$ cat config.mk
export PLATFORM = sky130hd
export DESIGN_NAME = tpw_timer
export DESIGN_NICKNAME = d
export VERILOG_FILES = /design/src/tpw_pkg.sv /design/src/tpw_divider.sv /design/src/tpw_timer.sv
export VERILOG_INCLUDE_DIRS = /design/src
export SDC_FILE = /design/constraint.sdc
export NUM_CORES = 1
export LEC_CHECK = 0
export ABC_AREA = 0
export BUFFER_PORTS_ARGS = -buffer_cell sky130_fd_sc_hd__buf_2
export CORE_UTILIZATION = 38
export DETAILED_ROUTE_END_ITERATION = 10
export GPL_TIMING_DRIVEN = 0
export HOLD_SLACK_MARGIN = 0.02
export PLACE_DENSITY = 0.68
export SKIP_LAST_GASP = 1
export SLEW_MARGIN = 10
export SYNTH_ARGS = -nofsm -noshare
export SYNTH_HDL_FRONTEND = slang
export SYNTH_HIERARCHICAL = 1
export SYNTH_SLANG_ARGS = --single-unit
export TNS_END_PERCENT = 10
$ cat constraint.sdc
create_clock -name sys_clk -period 5.21 [get_ports sys_clk]
set_clock_uncertainty 0.05 [all_clocks]
set_input_delay 0.521 -clock sys_clk [delete_from_list [all_inputs] [get_ports sys_clk]]
set_output_delay 0.521 -clock sys_clk [all_outputs]
set_load 0.02 [all_outputs]
$ cat src/tpw_consts.svh
`ifndef TPW_CONSTS_SVH
`define TPW_CONSTS_SVH

// Register byte addresses on the APB.
`define ADDR_OPTION 12'h000
`define ADDR_COUNTER 12'h004
`define ADDR_WDOG 12'h008
`define ADDR_IRQ_STATUS 12'h00C
`define ADDR_IRQ_MASK 12'h010
`define ADDR_CONTROL 12'h014

// Option register field positions.
`define OPT_CLK_SRC 5
`define OPT_EDGE_SEL 4
`define OPT_DIV_ASSIGN 3
`define OPT_DIV_SEL_HI 2
`define OPT_DIV_SEL_LO 0

// Reset values.
`define OPTION_RST 8'hFF
`define COUNTER_RST 8'h00
`define WDOG_RST 8'h00
`define MASK_RST 2'h0

// Status and mask bit positions.
`define IRQ_WRAP 0
`define IRQ_WDOG 1

// Instruction-cycle length in system clocks.
`define INSTR_CYCLE_CLKS 8'h01

`endif

$ cat src/tpw_pkg.sv
package tpw_pkg;

  // Option register layout.
  typedef struct packed {
    logic [1:0] spare;
    logic clk_src;
    logic edge_sel;
    logic divider_assign;
    logic [2:0] divide_select;
  } option_t;

  // APB request as seen by the slave.
  typedef struct packed {
    logic psel;
    logic penable;
    logic pwrite;
    logic [11:0] paddr;
    logic [31:0] pwdata;
  } apb_req_t;

  // Interrupt-return command from the core.
  typedef enum logic [1:0] {
    RET_NONE = 2'b00,
    RET_PLAIN = 2'b01,
    RET_ADD = 2'b10
  } ret_cmd_t;

endpackage : tpw_pkg

$ cat src/tpw_divider.sv
`timescale 1ns/1ps
`include "tpw_consts.svh"

// Shared 8-bit divider; its count is private and never reaches the bus.
module tpw_divider (
  // Clock and reset
  input wire logic sys_clk,
  input wire logic srst,
  // Control
  input wire logic [2:0] divide_select,
  input wire logic clr,
  input wire logic tick_in,
  // Output
  output logic tick_out
);

  logic [7:0] div_cnt_r;
  logic [7:0] div_cnt_nxt;
  logic [7:0] div_last;

  // Ratio 2^(n+1): terminal count is that minus one.
  assign div_last = 8'((9'h002 << divide_select) - 9'h001);
  assign div_cnt_nxt = 8'(div_cnt_r + 8'h01);

  // Count input ticks; pulse once each full ratio.
  always_ff @(posedge sys_clk) begin
    if (srst || clr) begin
      div_cnt_r <= 8'h00;
    end else if (tick_in) begin
      div_cnt_r <= (div_cnt_r >= div_last) ? 8'h00 : div_cnt_nxt;
    end
  end

  assign tick_out = tick_in && (div_cnt_r >= div_last);

endmodule : tpw_divider

$ cat src/tpw_timer.sv
// Implementation choices: register access over APB and the register offsets.
`timescale 1ns/1ps
`include "tpw_consts.svh"

// Behaviour
// - Eight-bit counter plus separate eight-bit watchdog.
// - Source bit zero selects instruction clock.
// - Count each cycle, or each divider output.
// - Source bit one counts external pin edges.
// - Edge bit: one falling, zero rising.
// - Counter wrap to zero raises interrupt.
// - No overflow pending flag in counter path.
// - Divider extends counter range to sixteen bits.
// - Assign bit one: watchdog drives divider.
// - Assign bit zero: divider clocks counter.
// - Divider serves only one side.
// - Divider count is never bus-visible.
// - Add-return variant adds working value to counter.
module tpw_timer (
  // Clock and reset
  input wire logic sys_clk,
  input wire logic srst,
  // APB slave
  input wire tpw_pkg::apb_req_t apb_req,
  output logic [31:0] prdata,
  output logic pready,
  output logic pslverr,
  // External count pin, synchronous to sys_clk
  input wire logic count_pin,
  // Core interface
  input wire tpw_pkg::ret_cmd_t ret_cmd,
  input wire logic [7:0] work_reg,
  input wire logic wdog_clear,
  // Outputs
  output logic counter_wrap_irq,
  output logic wdog_reset_req,
  output logic irq
);
  import tpw_pkg::*;

  option_t option_r;
  logic [7:0] counter_r;
  logic [7:0] counter_nxt;
  logic [7:0] wdog_r;
  logic [1:0] irq_status_r;
  logic [1:0] irq_mask_r;
  logic wdog_enable_r;
  logic [7:0] icyc_cnt_r;
  logic instr_tick;
  logic pin_d_r;
  logic pin_edge;
  logic cnt_src_tick;
  logic counter_tick;
  logic wdog_wrap;
  logic wdog_tick;
  logic div_in;
  logic div_out;
  logic div_clr;
  logic wrap_event;
  logic wdog_event;
  logic wr_en;
  logic rd_en;
  logic addr_ok;
  logic [31:0] rd_mux;

  // Instruction-cycle enable from a divider of the system clock.
  always_ff @(posedge sys_clk) begin
    if (srst) begin
      icyc_cnt_r <= 8'h00;
    end else if (icyc_cnt_r >= `INSTR_CYCLE_CLKS - 8'h01) begin
      icyc_cnt_r <= 8'h00;
    end else begin
      icyc_cnt_r <= 8'(icyc_cnt_r + 8'h01);
    end
  end

  assign instr_tick = (icyc_cnt_r >= `INSTR_CYCLE_CLKS - 8'h01);

  // Previous pin level; the pin is taken as already synchronous.
  always_ff @(posedge sys_clk) begin
    if (srst) begin
      pin_d_r <= 1'b0;
    end else begin
      pin_d_r <= count_pin;
    end
  end

  // Edge select picks falling when set, rising when clear.
  assign pin_edge = option_r.edge_sel ? (pin_d_r && !count_pin) : (!pin_d_r && count_pin);

  // Source select between the instruction clock and the pin edge.
  assign cnt_src_tick = option_r.clk_src ? pin_edge : instr_tick;

  // The divider follows exactly one side, chosen by the assign bit.
  assign wdog_tick = wdog_enable_r && instr_tick;
  assign wdog_wrap = wdog_tick && (wdog_r == 8'hFF);
  assign div_in = option_r.divider_assign ? wdog_wrap : cnt_src_tick;

  // Reassigning the divider restarts it so no stale count leaks across.
  assign div_clr = apb_req.psel && apb_req.penable && apb_req.pwrite
                   && (apb_req.paddr == `ADDR_OPTION)
                   && (apb_req.pwdata[`OPT_DIV_ASSIGN] != option_r.divider_assign);

  tpw_divider u_divider (
    .sys_clk(sys_clk),
    .srst(srst),
    .divide_select(option_r.divide_select),
    .clr(div_clr),
    .tick_in(div_in),
    .tick_out(div_out)
  );

  // Counter advances directly or through the divider's output.
  assign counter_tick = option_r.divider_assign ? cnt_src_tick : div_out;
  assign wrap_event = counter_tick && (counter_r == 8'hFF);

  // Watchdog terminal count is its wrap, through the divider if assigned.
  assign wdog_event = option_r.divider_assign ? div_out : wdog_wrap;

  // APB decode; every access completes in the access phase with no wait.
  assign wr_en = apb_req.psel && apb_req.penable && apb_req.pwrite;
  assign rd_en = apb_req.psel && apb_req.penable && !apb_req.pwrite;
  assign pready = 1'b1;
  assign addr_ok = (apb_req.paddr == `ADDR_OPTION) || (apb_req.paddr == `ADDR_COUNTER)
                   || (apb_req.paddr == `ADDR_WDOG) || (apb_req.paddr == `ADDR_IRQ_STATUS)
                   || (apb_req.paddr == `ADDR_IRQ_MASK) || (apb_req.paddr == `ADDR_CONTROL);
  assign pslverr = apb_req.psel && apb_req.penable && !addr_ok;

  // Option register.
  always_ff @(posedge sys_clk) begin
    if (srst) begin
      option_r <= `OPTION_RST;
    end else if (wr_en && apb_req.paddr == `ADDR_OPTION) begin
      option_r <= option_t'(apb_req.pwdata[7:0]);
    end
  end

  // Next counter value; add-return adds to the ticked value; a bus write overrides both.
  always_comb begin
    counter_nxt = counter_r;
    if (counter_tick) begin
      counter_nxt = 8'(counter_r + 8'h01);
    end
    if (ret_cmd == RET_ADD) begin
      counter_nxt = 8'(counter_nxt + work_reg);
    end
    if (wr_en && apb_req.paddr == `ADDR_COUNTER) begin
      counter_nxt = apb_req.pwdata[7:0];
    end
  end

  // The counter holds no overflow flag; software reads the value itself.
  always_ff @(posedge sys_clk) begin
    if (srst) begin
      counter_r <= `COUNTER_RST;
    end else begin
      counter_r <= counter_nxt;
    end
  end

  // Watchdog counter and its enable.
  always_ff @(posedge sys_clk) begin
    if (srst || wdog_clear) begin
      wdog_r <= `WDOG_RST;
    end else if (wdog_tick) begin
      wdog_r <= 8'(wdog_r + 8'h01);
    end
  end

  always_ff @(posedge sys_clk) begin
    if (srst) begin
      wdog_enable_r <= 1'b0;
    end else if (wr_en && apb_req.paddr == `ADDR_CONTROL) begin
      wdog_enable_r <= apb_req.pwdata[0];
    end
  end

  // Reset request is a registered one-cycle pulse.
  always_ff @(posedge sys_clk) begin
    if (srst) begin
      wdog_reset_req <= 1'b0;
      counter_wrap_irq <= 1'b0;
    end else begin
      wdog_reset_req <= wdog_event;
      counter_wrap_irq <= wrap_event;
    end
  end

  // Sticky status, cleared by reading it; a new event wins over the clear.
  always_ff @(posedge sys_clk) begin
    if (srst) begin
      irq_status_r <= 2'h0;
    end else begin
      if (rd_en && apb_req.paddr == `ADDR_IRQ_STATUS) begin
        irq_status_r <= {wdog_event, wrap_event};
      end else begin
        irq_status_r <= irq_status_r | {wdog_event, wrap_event};
      end
    end
  end

  always_ff @(posedge sys_clk) begin
    if (srst) begin
      irq_mask_r <= `MASK_RST;
    end else if (wr_en && apb_req.paddr == `ADDR_IRQ_MASK) begin
      irq_mask_r <= apb_req.pwdata[1:0];
    end
  end

  assign irq = |(irq_status_r & irq_mask_r);

  // Read multiplexer; the divider count has no address.
  always_comb begin
    rd_mux = 32'h0000_0000;
    case (apb_req.paddr)
      `ADDR_OPTION: rd_mux = {24'h00_0000, option_r};
      `ADDR_COUNTER: rd_mux = {24'h00_0000, counter_r};
      `ADDR_WDOG: rd_mux = {24'h00_0000, wdog_r};
      `ADDR_IRQ_STATUS: rd_mux = {30'h0000_0000, irq_status_r};
      `ADDR_IRQ_MASK: rd_mux = {30'h0000_0000, irq_mask_r};
      `ADDR_CONTROL: rd_mux = {31'h0000_0000, wdog_enable_r};
      default: rd_mux = 32'h0000_0000;
    endcase
  end

  assign prdata = rd_mux;

endmodule : tpw_timer

==> flow_metrics.tcl <==
set metrics [dict create \
    gr-max-usage-layer "met2" \
    run_status "finished clean" \
    netlist_instances 341 \
    vias_per_cell 4.92 \
    finalNetCount 502 \
    diodes 0 \
    synth_top_family_by_area "simple AND/OR/NAND/NOR gates" \
    finalCriticalPeriod_ps 4920 \
    overflow 0 \
    slew_headroom 0.561 \
    worst_ep_required_time_ps 5380 \
    clockBufferDepth 2 \
    dpl_cell_area_mm2 0.00338 \
    hp-class "in2reg" \
    grtUsageTotal 0.166 \
    endpoint_kind "flop" \
    leakage_nw 1.66 \
    dr.pass1.iters 6 \
    fp.dieW_um 89.9 \
    cp-start-kind "flop" \
    final_cells 521 \
    yosys.area_share.adder 0.0877 \
    clock-sinks 40 \
    h-tree-depth 2 \
    rsz0062_at_grt "yes" \
    async_flop_share 0 \
    post-dp-hpwl_um 5140 \
    drtIter0Drc 163 \
    synth-compound-area-share 0.159 \
    finalSetupTns_ps 0 \
    avgSynthCellArea_um2 8.62 \
    setup_viol 0 \
    ios 98 \
    yosysWarnings 6 \
    syn_area_mm2 0.00294 \
    drtAntennaViolNets 0 \
    dpl.cell_count 510 \
    yosys-top-cells-area "dfxtp_1 (27%), ha_1 (8.1%), buf_4 (6.4%)" \
    io_buffers 47 \
    antenna_found_initial 0 \
    clk_pin_slew_ps 90 \
    peakVddDrop_mv 0.112 \
    use_met1 0.219 \
    rows 31 \
    die-area_mm2 0.00809 \
    muxShareOfSynthArea 0.0605 \
    slew_violations 0 \
    worstSetupPathType "reg2reg" \
    clk_latency_ps 300 \
    met3_usage 0.0288 \
    ys_types 50 \
    tightest_slew_ps 649 \
    grt_max_degree 15 \
    cap_violations 0 \
    gp_congestion 0.843 \
    ys_ff_latch 40 \
    dr_total_vias 2561 \
    hold_viol 0 \
    met2_usage 0.275 \
    cts_root_buf "clkbuf_8" \
    die_y_um 89.9 \
    remaining_drc_errors 0 \
    fillers 733 \
    first_global_vias 2403 \
    cp.arrival_ps 5080 \
    finalInstanceArea_mm2 0.00353 \
    post-route-util 0.479 \
    numCtsBuffers 5 \
    synth_xor_area_frac 0.0894 \
    yosysTopAreaCell "dfxtp_1" \
    fin_crit_sh 0.943 \
    yosysSeqAreaShare 0.273 \
    synth_top_area_frac 0.273 \
    synth_edf_count 0 \
    start_util 0.399 \
    wl_um 6510 \
    synthSimpleGateAreaFrac 0.221 \
    wl_per_cell_um 12.5 \
    critPathMaxFanout 10 \
    layout-drive-gt1-share 0.268 \
    cts_tree "yes" \
    design.core.area_mm2 0.00737 \
    hold_buffers 0 \
    ys.flop_type "dfxtp_1" \
    area_growth_pct 20.2 \
    power_density_mw_per_mm2 203 \
    grt_pass1_wl_um 11000 \
    max_freq_ghz 0.203 \
    hold_ws_ps 394 \
]
[layout make-up]
cell class / instances / area (um^2) / area share
multi-input combinational: 270 / 1920 / 0.544
sequential: 40 / 801 / 0.227
timing repair buffer: 50 / 258 / 0.0730
buffer: 39 / 258 / 0.0730
tap: 99 / 124 / 0.0351
clock buffer: 5 / 68.8 / 0.0195
inverter: 15 / 56.3 / 0.0159
clock inverter: 3 / 46.3 / 0.0131
[Yosys cell counts, types with 2 or more instances]
library cell  instances
xor2_1               14
o21bai_1              3
conb_1                2
ha_1                 19
a41o_1                2
o21ai_0               6
buf_6                 2
mux2_2                6
or3_1                 4
a222oi_1              6
nor4_1                3
inv_1                15
nand2_1              20
a32oi_1               2
a21oi_2               2
or2_2                 2
xnor2_1              16
nor2_1               32
and3_1                4
nor3_1                7
nand3_1               5
nand4_1              10
mux2i_1              11
dfxtp_1              40
a31oi_1               2
a211o_1               8
clkbuf_1              9
nand2b_1              2
nor2b_1              11
a211oi_1              6
nor3_2               10
a21o_1                5
a21oi_1              13
buf_4                25
buf_2                 2
[registers in the layout (all words and copies together) (netlist names)]
name,cells
counter_r,8
counter_wrap_irq,1
irq_mask_r,2
irq_status_r,2
option_r,8
pin_d_r,1
u_divider/div_cnt_r,8
wdog_enable_r,1
wdog_r,8
wdog_reset_req,1
[repair_timing]
item                       in CTS  in global routing
setup buffers                   0                  3
resized for setup               0                  2
setup endpoints to repair       0                  2
[worst max-delay path, stage by stage, from the launching register on]
cell and delay (ps):
dfxtp_1 400, or3_1 420, ha_1 180, clkbuf_1 170
xor2_1 170, nor2_1 110, a21oi_1 50, ha_1 340
nand3_1 80, a31oi_1 190, a41o_1 130, buf_6 170
nor2_2 60, a41oi_4 260, mux2_2 410, ha_1 300
a211oi_1 270, o21bai_1 140, o41ai_1 340, mux2i_1 260
xnor2_1 80, a211oi_1 220
[cell families (layout without fill, tap and decap cells)]
logic type / count (synthesis) / in the layout
compound gates: 61 / 61
xor+xnor: 30 / 30
fa+ha+maj: 20 / 20
buf+inv: 54 / 112
flops: 40 / 40
mux: 17 / 17
other cells: 2 / 25
simple gates: 117 / 117
[worst paths after layout]
check | slack, ps | startpoint | cells after the start | to
setup / recovery | 290 | option_r[0] | 21 | counter_r[7]
setup reg to reg | 290 | option_r[0] | 21 | counter_r[7]
hold reg to reg | 450 | irq_status_r[0] | 1 | irq_status_r[0]
hold / removal | 390 | apb_req[7] | 2 | option_r[7]
[per-stage QoR]
step | total power, mW | worst slack (ps)
finish | 0.718 | 295
global route | 0.751 | -13.4
CTS | 0.719 | 224
detailed placement | 0.458 | 270
global placement | 0.455 | 265
floorplan | 0.423 | 728
[power by group]
part / leakage (nW) / switching, mW / internal [mW]
logic: 1.28 / 0.0712 / 0.0620
clock network: 0.0548 / 0.120 / 0.144
registers: 0.324 / 0.00883 / 0.312
total: 1.66 / 0.200 / 0.518
[placed cells by master (no fill, tap or decap), types with 3 or more instances in the layout]
master / Yosys / routed
and3_1: 4 / 4
mux2_2: 6 / 6
nand3_1: 5 / 5
a222oi_1: 6 / 6
nor3_1: 7 / 7
ha_1: 19 / 19
conb_1: 2 / 25
mux2i_1: 11 / 11
nor3_2: 10 / 10
xor2_1: 14 / 14
or3_1: 4 / 4
a211o_1: 8 / 8
a211oi_1: 6 / 6
o21bai_1: 3 / 3
dfxtp_1: 40 / 40
clkbuf_8: 0 / 5
nor2b_1: 11 / 11
a21oi_1: 13 / 13
clkbuf_1: 9 / 9
xnor2_1: 16 / 15
nor4_1: 3 / 3
buf_2: 2 / 49
buf_4: 25 / 28
nand4_1: 10 / 10
a21o_1: 5 / 5
nand2_1: 20 / 20
o21ai_0: 6 / 6
nor2_1: 32 / 31
inv_1: 15 / 15
[routing by layer]
| metal | wire [um] | share of wire |
|---|---|---|
| met1 | 3080 | 0.47 |
| met2 | 2930 | 0.45 |
| met3 | 405 | 0.062 |
| met4 | 88 | 0.014 |
| met5 | 0 | 0 |
No activity file was read; power rests on OpenSTA's default activity.
